===== src/verilog/fieldbus_io_pkg.sv =====
// Package: address map, function codes and carriers of the fieldbus I/O register map
package fieldbus_io_pkg;

   // Point and channel counts of the assembled terminals
   localparam int          NUM_DO       = 8;
   localparam int          NUM_DI       = 8;
   localparam int          NUM_AI       = 4;
   localparam int          NUM_AO       = 4;
   localparam int          WORDS_ETH    = 4;

   // Zero-based register addresses
   localparam logic [15:0] DI_WORD_ADDR = 16'h0008;
   localparam logic [15:0] AI_BASE      = 16'h0010;
   localparam logic [15:0] AO_BASE      = 16'h0800;
   localparam logic [15:0] DO_WORD_ADDR = 16'h0830;

   // Word slots inside one analog channel
   localparam logic [1:0]  SLOT_STAT    = 2'h0;
   localparam logic [1:0]  SLOT_DATA    = 2'h1;

   // Analog input status word bit positions
   localparam int          ST_UNDER_BIT = 0;
   localparam int          ST_OVER_BIT  = 1;
   localparam int          ST_ERR_BIT   = 6;

   // Function codes
   localparam logic [7:0]  FC_RD_COILS  = 8'h01;
   localparam logic [7:0]  FC_RD_DISC   = 8'h02;
   localparam logic [7:0]  FC_RD_HOLD   = 8'h03;
   localparam logic [7:0]  FC_RD_INPUT  = 8'h04;
   localparam logic [7:0]  FC_WR_COIL   = 8'h05;
   localparam logic [7:0]  FC_WR_REG    = 8'h06;
   localparam logic [7:0]  FC_WR_COILS  = 8'h0F;
   localparam logic [7:0]  FC_WR_REGS   = 8'h10;

   // Exception codes
   localparam logic [7:0]  EXC_NONE     = 8'h00;
   localparam logic [7:0]  EXC_FUNC     = 8'h01;
   localparam logic [7:0]  EXC_ADDR     = 8'h02;
   localparam logic [7:0]  EXC_VALUE    = 8'h03;

   // Single coil write values
   localparam logic [15:0] COIL_ON      = 16'hFF00;
   localparam logic [15:0] COIL_OFF     = 16'h0000;

   // Values after reset
   localparam logic [NUM_DO-1:0] DO_RESET = 8'h00;
   localparam logic [15:0]       AO_RESET = 16'h0000;

   typedef struct packed {
      logic        valid;
      logic [7:0]  fc;
      logic [15:0] addr;
      logic [15:0] wdata;
   } req_t;

   typedef struct packed {
      logic        valid;
      logic [7:0]  exc;
      logic [15:0] data;
   } rsp_t;

   typedef struct packed {
      logic        fault;
      logic        over;
      logic        under;
      logic [15:0] value;
   } ai_chan_t;

   typedef struct packed {
      logic       hit;
      logic [1:0] ch;
      logic [1:0] slot;
   } ana_sel_t;

   typedef ai_chan_t [NUM_AI-1:0]    ai_bank_t;
   typedef logic [NUM_AO-1:0][15:0] ao_bank_t;

endpackage


===== src/verilog/fieldbus_io_register_map.sv =====
// Register map of the I/O coupler as seen from the fieldbus master
//
// Summary of operation
// - Coils read 1, written 5 or 15
// - Coils also packed in holding word, code 3
// - Discrete inputs read bitwise with code 2
// - Inputs packed in word, codes 4 and 3
// - Analog channels reached only by word codes
// - Analog input: status word, then data word
// - Analog output: control word, then data word
// - Analog output control word has no effect
// - Unused upper bytes pad to word boundary
// - Output data written with code 6 or 16
// - Analog input words readable with codes 4 or 3, output words with code 3 only
// - Status shows fault, over or under range
// - Status bit 0 under, 1 over, 6 error
// - Status bits readable by word only, not per bit
// - Serial variant: one data word per channel
// - Ethernet variant: four words per channel
// - Channels allocated in order, status first
`timescale 1ns/1ns
`default_nettype none

module fieldbus_io_register_map
(
   input  wire logic                      CLK_I,
   input  wire logic                      RSTN_I,
   input  wire logic                      MAP_SERIAL_I,
   input  wire fieldbus_io_pkg::req_t     REQ_I,
   output fieldbus_io_pkg::rsp_t          RSP_O,
   input  wire logic [7:0]                DI_I,
   input  wire fieldbus_io_pkg::ai_bank_t AI_I,
   output logic [7:0]                     DO_O,
   output fieldbus_io_pkg::ao_bank_t      AO_O
);
   import fieldbus_io_pkg::*;

   // Channel select for one analog block; used for inputs and outputs
   function automatic ana_sel_t ana_decode
   (
      input logic [15:0] addr,
      input logic [15:0] base,
      input logic        serial
   );
      logic [15:0] off;
      ana_sel_t    sel;
      off = addr - base;
      if (serial)
      begin
         sel.hit  = off < 16'(NUM_AI);
         sel.ch   = off[1:0];
         sel.slot = SLOT_DATA;
      end
      else
      begin
         sel.hit  = off < 16'(NUM_AI * WORDS_ETH);
         sel.ch   = off[3:2];
         sel.slot = off[1:0];
      end
      return sel;
   endfunction

   logic              serial_meta_q;
   logic              serial_q;
   logic [NUM_DI-1:0] di_meta_q;
   logic [NUM_DI-1:0] di_q;
   ai_bank_t          ai_meta_q;
   ai_bank_t          ai_q;
   logic [NUM_DO-1:0] do_q;
   ao_bank_t          ao_q;
   rsp_t              rsp_q;
   rsp_t              rsp_d;
   req_t              last_q;

   ana_sel_t          ai_s;
   ana_sel_t          ao_s;
   logic              in_hit;
   logic [15:0]       in_word;
   logic [15:0]       ai_word;
   logic [15:0]       ao_word;
   logic              do_we;
   logic              do_val;
   logic              ao_we;

   // Strap, inputs and channel data come from terminal logic outside this clock
   always_ff @(posedge CLK_I or negedge RSTN_I)
   begin
      if (!RSTN_I)
      begin
         serial_meta_q <= 1'b0;
         serial_q      <= 1'b0;
      end
      else
      begin
         serial_meta_q <= MAP_SERIAL_I;
         serial_q      <= serial_meta_q;
      end
   end

   always_ff @(posedge CLK_I or negedge RSTN_I)
   begin
      if (!RSTN_I)
      begin
         di_meta_q <= '0;
         di_q      <= '0;
         ai_meta_q <= '0;
         ai_q      <= '0;
      end
      else
      begin
         di_meta_q <= DI_I;
         di_q      <= di_meta_q;
         ai_meta_q <= AI_I;
         ai_q      <= ai_meta_q;
      end
   end

   assign ai_s = ana_decode(REQ_I.addr, AI_BASE, serial_q);
   assign ao_s = ana_decode(REQ_I.addr, AO_BASE, serial_q);

   // Status byte in the low half; the upper byte is padding and reads zero
   always_comb
   begin
      ai_word = '0;
      unique case (ai_s.slot)
         SLOT_STAT:
         begin
            ai_word[ST_UNDER_BIT] = ai_q[ai_s.ch].under;
            ai_word[ST_OVER_BIT]  = ai_q[ai_s.ch].over;
            ai_word[ST_ERR_BIT]   = ai_q[ai_s.ch].fault |
                                    ai_q[ai_s.ch].over |
                                    ai_q[ai_s.ch].under;
         end
         SLOT_DATA: ai_word = ai_q[ai_s.ch].value;
         default:   ai_word = '0;
      endcase
   end

   // Control word is not stored, so it always reads zero
   always_comb
   begin
      ao_word = '0;
      if (ao_s.slot == SLOT_DATA)
      begin
         ao_word = ao_q[ao_s.ch];
      end
   end

   // Words common to input and holding register reads
   always_comb
   begin
      in_hit  = 1'b1;
      in_word = '0;
      if (REQ_I.addr == DI_WORD_ADDR)
      begin
         in_word = {8'h00, di_q};
      end
      else if (ai_s.hit)
      begin
         in_word = ai_word;
      end
      else
      begin
         in_hit = 1'b0;
      end
   end

   always_comb
   begin
      rsp_d       = '0;
      rsp_d.valid = REQ_I.valid;
      rsp_d.exc   = EXC_NONE;
      do_we       = 1'b0;
      do_val      = 1'b0;
      ao_we       = 1'b0;
      unique case (REQ_I.fc)
         FC_RD_COILS:
         begin
            if (REQ_I.addr < 16'(NUM_DO))
               rsp_d.data = {15'h0000, do_q[REQ_I.addr[2:0]]};
            else
               rsp_d.exc = EXC_ADDR;
         end
         FC_RD_DISC:
         begin
            if (REQ_I.addr < 16'(NUM_DI))
               rsp_d.data = {15'h0000, di_q[REQ_I.addr[2:0]]};
            else
               rsp_d.exc = EXC_ADDR;
         end
         FC_RD_INPUT:
         begin
            if (in_hit)
               rsp_d.data = in_word;
            else
               rsp_d.exc = EXC_ADDR;
         end
         FC_RD_HOLD:
         begin
            if (in_hit)
               rsp_d.data = in_word;
            else if (REQ_I.addr == DO_WORD_ADDR)
               rsp_d.data = {8'h00, do_q};
            else if (ao_s.hit)
               rsp_d.data = ao_word;
            else
               rsp_d.exc = EXC_ADDR;
         end
         FC_WR_COIL:
         begin
            if (REQ_I.addr >= 16'(NUM_DO))
               rsp_d.exc = EXC_ADDR;
            else if (REQ_I.wdata == COIL_ON || REQ_I.wdata == COIL_OFF)
            begin
               do_we  = REQ_I.valid;
               do_val = REQ_I.wdata == COIL_ON;
            end
            else
               rsp_d.exc = EXC_VALUE;
         end
         FC_WR_COILS:
         begin
            if (REQ_I.addr < 16'(NUM_DO))
            begin
               do_we  = REQ_I.valid;
               do_val = REQ_I.wdata[0];
            end
            else
               rsp_d.exc = EXC_ADDR;
         end
         FC_WR_REG, FC_WR_REGS:
         begin
            // Control and padding words accept the write and drop it
            if (ao_s.hit)
               ao_we = REQ_I.valid && ao_s.slot == SLOT_DATA;
            else
               rsp_d.exc = EXC_ADDR;
         end
         default: rsp_d.exc = EXC_FUNC;
      endcase
      if (!REQ_I.valid)
      begin
         rsp_d = '0;
      end
   end

   always_ff @(posedge CLK_I or negedge RSTN_I)
   begin
      if (!RSTN_I)
         do_q <= DO_RESET;
      else if (do_we)
         do_q[REQ_I.addr[2:0]] <= do_val;
   end

   always_ff @(posedge CLK_I or negedge RSTN_I)
   begin
      if (!RSTN_I)
         ao_q <= {NUM_AO{AO_RESET}};
      else if (ao_we)
         ao_q[ao_s.ch] <= REQ_I.wdata;
   end

   always_ff @(posedge CLK_I or negedge RSTN_I)
   begin
      if (!RSTN_I)
         rsp_q <= '0;
      else
         rsp_q <= rsp_d;
   end

   // Copy of the request, read only by the checks below
   always_ff @(posedge CLK_I or negedge RSTN_I)
   begin
      if (!RSTN_I)
         last_q <= '0;
      else
         last_q <= REQ_I;
   end

   assign RSP_O = rsp_q;
   assign DO_O  = do_q;
   assign AO_O  = ao_q;
endmodule

`default_nettype wire


===== config.mk =====
export PLATFORM = sky130hd
export DESIGN_NAME = fieldbus_io_register_map
export DESIGN_NICKNAME = d
export VERILOG_FILES = /design/src/verilog/fieldbus_io_pkg.sv /design/src/verilog/fieldbus_io_register_map.sv
export SDC_FILE = /design/constraint.sdc
export NUM_CORES = 1
export LEC_CHECK = 0
export BUFFER_PORTS_ARGS = -buffer_cell sky130_fd_sc_hd__buf_4
export CAP_MARGIN = 30
export CELL_PAD_IN_SITES_DETAIL_PLACEMENT = 0
export CELL_PAD_IN_SITES_GLOBAL_PLACEMENT = 1
export CORE_ASPECT_RATIO = 0.7
export CORE_MARGIN = 2
export CORE_UTILIZATION = 30
export CTS_BUF_LIST = sky130_fd_sc_hd__clkbuf_4
export CTS_CLUSTER_SIZE = 24
export DETAILED_ROUTE_END_ITERATION = 10
export PLACE_DENSITY = 0.69
export SLEW_MARGIN = 20
export SYNTH_ARGS = -nofsm -noshare
export SYNTH_HDL_FRONTEND = slang
export SYNTH_SLANG_ARGS = --single-unit

===== constraint.sdc =====
create_clock -name CLK_I -period 6.5 [get_ports CLK_I]
set_clock_uncertainty 0.05 [all_clocks]
set_input_delay 0.65 -clock CLK_I [delete_from_list [all_inputs] [get_ports CLK_I]]
set_output_delay 0.65 -clock CLK_I [all_outputs]
set_load 0.01 [all_outputs]

==> impl_results.md, run 1 <==
* R2R Setup Slk at 3.20 ns
* Layout Cells excl Fill at 1,438
* Layout cells sized above 1 at 44.4%
* Distinct cells, synth at 65
* Global placement routability congestion at 0.845
* Max-slew violations at 0
* Clock Sink Count at 261
* Critical path's slowest cell: nor3_4
* Internal power at 2.55 mW
* Sequential share of power at 50.6%
* DR iter-0 viols at 305
* Compound-Gate Fraction of Synth Area at 5.77%
* Largest family of logic cells by synthesized area: multiplexers
* Core area at 32,200 sq um
* Mux cell area share after synthesis at 16.5%
* Slew margin rel. at 34.2%
* Pwr/cell area at 248 nW/um^2
* Simple-gate area share of the yosys netlist at 8.37%
* Xor/xnor share of the synthesized area at 0.0897%
* Register area share after synthesis at 66.9%
* Max Cap Viol at 0
* Switching share of power at 23.9%
* Post-synth EDFFs at 0
* IO Count at 225
* Vias per cell at 4.69
* Comb pwr share at 7.6%
* Detailed Routing Iterations Pass 1 at 5
* Worst R2R Start: serial_q
* Setup CP Type: register to register
* Post-Place Cells at 1,235
* Ys flop type: dfrtp_1
* First-pass GRT wire length at 42.0 mm
* FF-to-FF End: AO_O[40]
* Cell count of the worst reg-to-reg path at 4
* Clock Latency Late Sink at 0.68 ns
* Final Cycle Share at 50.8%
* GRT busiest layer: met2
* Fin Hold WS at 0.141 ns
* Multi-input gate area at 3050 sq um
* CTS resizes at 0
* Synth area leader: dfrtp_1
* Worst EP arrival at 3.80 ns
* Async S/R FF share, synth at 100%
* Setup crit end kind: register
* Largest net degree at the start of global routing at 163
* Largest cells by area after synthesis: dfrtp_1, mux2_2, mux4_2
* Post-DRT Antenna Nets at 0
* Layout Nets at 1,095
* Outcome: complete, no violations
* TritonCTS clock tree: built
* Count of hold-fix buffers inserted at cts at 86
* Final setup TNS at 0 ns
* Clk root buf: clkbuf_4
* Clk network pwr share at 41.8%
* DRC viols at 0
* Peak supply drop at 0.000171 V
* WP data required at 7.00 ns
* GRT Resource Usage Total at 16.6%
* Final HPWL DP at 18.9 mm
* Avg Cell Area, Syn at 15.8 sq um
* Vias in the first global route at 7,095
* Post-synth top area share at 66.9%
* Bufs and invs on worst path at 0
* Die Wd at 220 um
* Min Tclk post-route at 3.30 ns
* Syn-to-layout area delta at 38.4%
* Fmax at 0.303 GHz
* Total CTS buffers at 70
* Cells after synthesis at 617
* Clock buffer depth at 3
* Worst-path fanout max at 20
* Cell area after synthesis at 9760 sq um
* Synth warn at 0
* Final core utilization at 42.0%
* Worst slew pin tran at 0.980 ns
* Total inserted antenna cells at 0
* Worst Hold Class: primary input to register
* Met3 usage at 5.14%
* Setup crit end: AO_O[40]
* Crit path max-delay family: simple AND/OR/NAND/NOR gates
* Row count at 55
* Crit. path cell count at 4
* Worst setup path startpoint: serial_q
* FF+latch area at 6530 sq um
* Final Setup Violations at 0
* Setup repair after global routing missed its margin: no
* Average routed wire per standard cell at 19.3 um
* WL final at 27.8 mm
* Flops & latches, synth at 261
* # Post-CTS Setup Buffers at 0
* H-tree levels at 3
* Pleak at 6.31 nW
* Fillers at 3,010
* Clock-pin slew on the worst setup and hold paths at 0.06 ns
* Critical Path Source Type: register
* Met1 Usage GRT at 23.1%
* Post-Synth Adder-Cell Area at 0.128%
* Hold Vio Cnt, Final at 0
* CP max stage delay at 0.93 ns
* Die Ht at 155 um
* Total Die Area at 34,000 sq um
* Worst-path cell chain: nor2_1 -> nand4bb_1 -> nor3_4 -> mux2_2
* Switching pwr at 799 uW
* Port buffer count at 218
* Initial core utilization at 30.3%
* Via count at 6,747
* GR Util met2 at 24.4%
* Initial antenna violation count at 0
* GR Overflow Total at 0
==> metal layers <==
metal	wire length, um	up-vias
met4	654	0
met5	0	-
li1	-	3027
met3	1870	53
met2	12400	230
met1	12800	3437
==> state kept, by name, indices dropped and copies added, names as in the netlist <==
| name | count |
|---|---|
| ai_meta_q | 76 |
| RSP_O | 19 |
| di_q | 8 |
| AO_O | 64 |
| serial_q | 1 |
| ai_q | 76 |
| di_meta_q | 8 |
| DO_O | 8 |
| serial_meta_q | 1 |
==> layout by cell type, fill, tap and decap left out, types with 8 or more instances in the layout <==
master / n
a21oi_1: 9
mux4_2: 32
nor2_1: 17
nand2_1: 20
dlygate4sd3_1: 86
mux2_2: 74
buf_4: 218
clkbuf_4: 100
o21ai_0: 8
nor4_1: 8
a22o_1: 16
dfrtp_1: 261
clkinv_1: 13
nor3_1: 14
==> metrics by stage <==
stage	worst slack [ns]	instance area (sq um)	power, mW
3_3_place_gp	2.70	11800	1.94
6_report	3.20	13500	3.35
2_1_floorplan	3.67	9780	1.81
3_5_place_dp	2.69	11800	1.94
4_1_cts	3.17	13500	3.42
5_1_grt	2.99	13500	3.52
==> power groups by stage <==
stage                     Sequential [mW]  Combinational (mW)  Clock, mW
after floorplan                      1.72              0.0881          0
after global placement               1.72               0.215          0
after detailed placement             1.73               0.216          0
after CTS                            1.70               0.258       1.46
after global routing                 1.70               0.278       1.55
final                                1.70               0.254       1.40
==> synth_stat cells (all sizes together) (4+ instances only) <==
| cell | n |
|---|---|
| clkbuf | 14 |
| nand3b | 6 |
| a222oi | 5 |
| nand2 | 20 |
| inv | 6 |
| nand4 | 7 |
| nor3 | 18 |
| nor2b | 6 |
| nor4b | 4 |
| mux4 | 32 |
| a22oi | 4 |
| a22o | 16 |
| dfrtp | 261 |
| o21ai | 9 |
| nand3 | 7 |
| a21oi | 9 |
| buf | 20 |
| nor4 | 10 |
| mux2 | 76 |
| a31oi | 5 |
| and3 | 5 |
| nor2 | 17 |
| or3 | 6 |
| or2 | 5 |
| nor3b | 4 |
==> cells by family (layout without fill, tap and decap cells) <==
logic type	count (synthesis)	after routing
AOI/OAI and AO/OA	73	73
xor gates and xnor gates	1	1
adders and majority gates	1	1
buffers and inverters	40	429
DFF	261	261
muxes	111	111
other	1	6
and+or+nand+nor	129	129
==> worst min path at each step <==
stage | from | to | slack (ns) | depth (start not counted)
floorplan | ai_meta_q[0] | ai_q[0] | 0.28 | 0
global placement | ai_meta_q[22] | ai_q[22] | 0.28 | 0
detailed placement | ai_meta_q[28] | ai_q[28] | 0.28 | 0
CTS | REQ_I[40] | RSP_O[24] | 0.07 | 1
global route | REQ_I[40] | RSP_O[24] | 0.1 | 1
finish | REQ_I[40] | RSP_O[24] | 0.14 | 1
==> final cells by class <==
class,instances,area share [%]
Tap cell,427,3.95
Multi-Input combinational cell,321,22.5
Timing Repair Buffer,306,18.7
Inverter,6,0.167
Sequential cell,261,48.3
Clock inverter,17,0.695
Clock buffer,100,5.56
No activity file was read; power rests on OpenSTA's default activity.
==> run 2: changes to the inputs <==
==> constraint.sdc (replaced) <==
create_clock -name CLK_I -period 3.5 [get_ports CLK_I]
set_clock_uncertainty 0.05 [all_clocks]
set_input_delay 0.35 -clock CLK_I [delete_from_list [all_inputs] [get_ports CLK_I]]
set_output_delay 0.35 -clock CLK_I [all_outputs]
set_load 0.01 [all_outputs]
==> impl_results.md, run 2 (synthesis gave the netlist of run 1 again) <==
* WL final at 29.1 mm (+4.6%)
* Final HPWL DP at 19.9 mm (+5.6%)
* Setup WS post-layout at 0.754 ns (-2.44 ns)
* Worst-path fanout max at 18 (-10%)
* R2R Setup Slk at 0.75 ns (-2.44 ns)
* Max-slew violations at 0 (unchanged)
* Port buffer count at 218 (unchanged)
* GRT Resource Usage Total at 17.4% (+0.86 points)
* Peak supply drop at 0.000283 V (+65%)
* Switching share of power at 23.8% (-0.053 points)
* Critical Path Source Type: register
* Fin Hold WS at 0.109 ns (-0.0316 ns)
* Crit path max-delay family: compound AO/OA/AOI/OAI gates
* Worst slew pin tran at 0.905 ns (-0.0742 ns)
* Setup repair after global routing missed its margin: no
* Clock-pin slew on the worst setup and hold paths at 0.07 ns (about the same)
* DRC viols at 0 (unchanged)
* Clock Latency Late Sink at 0.67 ns (about the same)
* Vias per cell at 4.67 (-0.39%)
* Setup CP Type: register to register
* H-tree levels at 3 (unchanged)
* Worst Setup Slack post-DPL at 0.570 ns (-2.12 ns)
* Core area at 32,200 sq um (unchanged)
* Worst-path cell chain: o21ai_4 -> buf_4 -> mux4_2 -> a22o_1 -> a22oi_1 -> a31oi_1
* Multi-input gate area at 3050 sq um (unchanged)
* Final Setup Violations at 0 (unchanged)
* Clock Sink Count at 261 (unchanged)
* First-pass GRT wire length at 43.8 mm (+4.3%)
* Initial core utilization at 30.3% (unchanged)
* WP data required at 3.98 ns (-3.02 ns)
* Post-DRT Antenna Nets at 0 (unchanged)
* Detailed Routing Iterations Pass 1 at 7 (+2)
* Total Die Area at 34,000 sq um (unchanged)
* Switching pwr at 1.49 mW (+86%)
* Die Ht at 155 um (unchanged)
* TritonCTS clock tree: built
* Via count at 6,842 (+1.4%)
* Worst Hold Class: primary input to register
* Largest net degree at the start of global routing at 108 (-34%)
* CP max stage delay at 0.77 ns (-0.16 ns)
* Pleak at 6.47 nW (+2.6%)
* Most frequent cells in the layout: dfrtp_1, buf_4, dlygate4sd3_1, clkbuf_4, mux2_2
* GR Overflow Total at 0 (unchanged)
* Pwr/cell area at 453 nW/um^2 (+83%)
* Clk root buf: clkbuf_4
* Final core utilization at 42.9% (+0.98 points)
* Die Wd at 220 um (unchanged)
* Internal power at 4.77 mW (+87%)
* DR iter-0 viols at 379 (+24%)
* Layout cells sized above 1 at 45.1% (+0.67 points)
* Final setup TNS at 0 ns (unchanged)
* Clock buffer depth at 3 (unchanged)
* Comb pwr share at 8.1% (+0.5 points)
* Initial antenna violation count at 1 (+1)
* Setup crit end kind: register
* Clk network pwr share at 41.7% (about the same)
* Layout Nets at 1,125 (+2.7%)
* # Post-CTS Setup Buffers at 0 (unchanged)
* Bufs and invs on worst path at 1 (+1)
* Average routed wire per standard cell at 19.9 um (+2.8%)
* Worst EP arrival at 3.23 ns (-0.57 ns)
* Max Cap Viol at 0 (unchanged)
* FF+latch area at 6530 sq um (unchanged)
* Min Tclk post-route at 2.75 ns (-0.557 ns)
* Global placement routability congestion at 0.852 (+0.85%)
* Commonest non-fill, non-tap cell in the layout: dfrtp_1
* Syn-to-layout area delta at 41.6%
* Sequential share of power at 50.3% (-0.3 points)
* Final Cycle Share at 78.5% (+28 points)
* Outcome: complete, no violations
* Total CTS buffers at 67 (-4.3%)
* Critical path's slowest cell: o21ai_4
* Row count at 55 (unchanged)
* Vias in the first global route at 7,247 (+2.1%)
* Fmax at 0.364 GHz (+20%)
* Fillers at 2,984 (-0.86%)
* IO Count at 225 (unchanged)
* Slew margin rel. at 39.4% (+5.2 points)
* Hold Vio Cnt, Final at 0 (unchanged)
-- run 2: routing by layer --
layer	GRT usage (%)	routed length (um)	up-vias
met1	23.8	12800	3444
met2	26.0	13100	271
met5	0	0	-
li1	-	-	3074
met4	5.82	703	0
met3	5.92	2450	53
-- run 2: worst reg2reg max path: stages, from the launching register on --
cell and delay, ns:
dfrtp_1 0.54, o21ai_4 0.78, buf_4 0.36, mux4_2 0.35, a22o_1 0.22, a22oi_1 0.20, a31oi_1 0.12
-- run 2: cell type report --
cell class,instances,share of cell area [%]
inverter,6,0.163
clock buffer,95,5.16
tap,427,3.86
sequential,261,47.2
multi-input combinational,321,22.0
antenna,1,0.0181
timing repair buffer,339,20.7
clock inverter,14,0.842
-- run 2: timing repair --
item,in CTS,in global routing
hold endpoints to repair,226,0
gates resized for setup,0,0
hold buffers,103,0
-- run 2: path summary, 6_finish.rpt --
kind	end	from	depth (start not counted)
setup / recovery	RSP_O[6]	serial_q	6
hold / removal	DO_O[7]	REQ_I[18]	3
setup reg to reg	RSP_O[6]	serial_q	6
hold reg to reg	ai_q[74]	ai_meta_q[74]	0
max in group asynchronous	ai_q[62]	RSTN_I	3
min in group asynchronous	ai_meta_q[59]	RSTN_I	2
-- run 2: per-stage QoR --
step | std cells | instance area, sq um | total power, mW
after floorplan | 622 | 9780 | 3.35
after global placement | 1251 | 12000 | 3.62
after detailed placement | 1251 | 12000 | 3.62
after CTS | 1463 | 13800 | 6.38
after global routing | 1464 | 13800 | 6.60
final | 1464 | 13800 | 6.26
-- run 2: power by group through the flow --
stage	logic (mW)	registers (mW)	clock network [mW]
finish	0.505	3.15	2.61
global route	0.553	3.15	2.90
CTS	0.511	3.15	2.73
detailed placement	0.416	3.21	0
global placement	0.415	3.20	0
floorplan	0.164	3.19	0
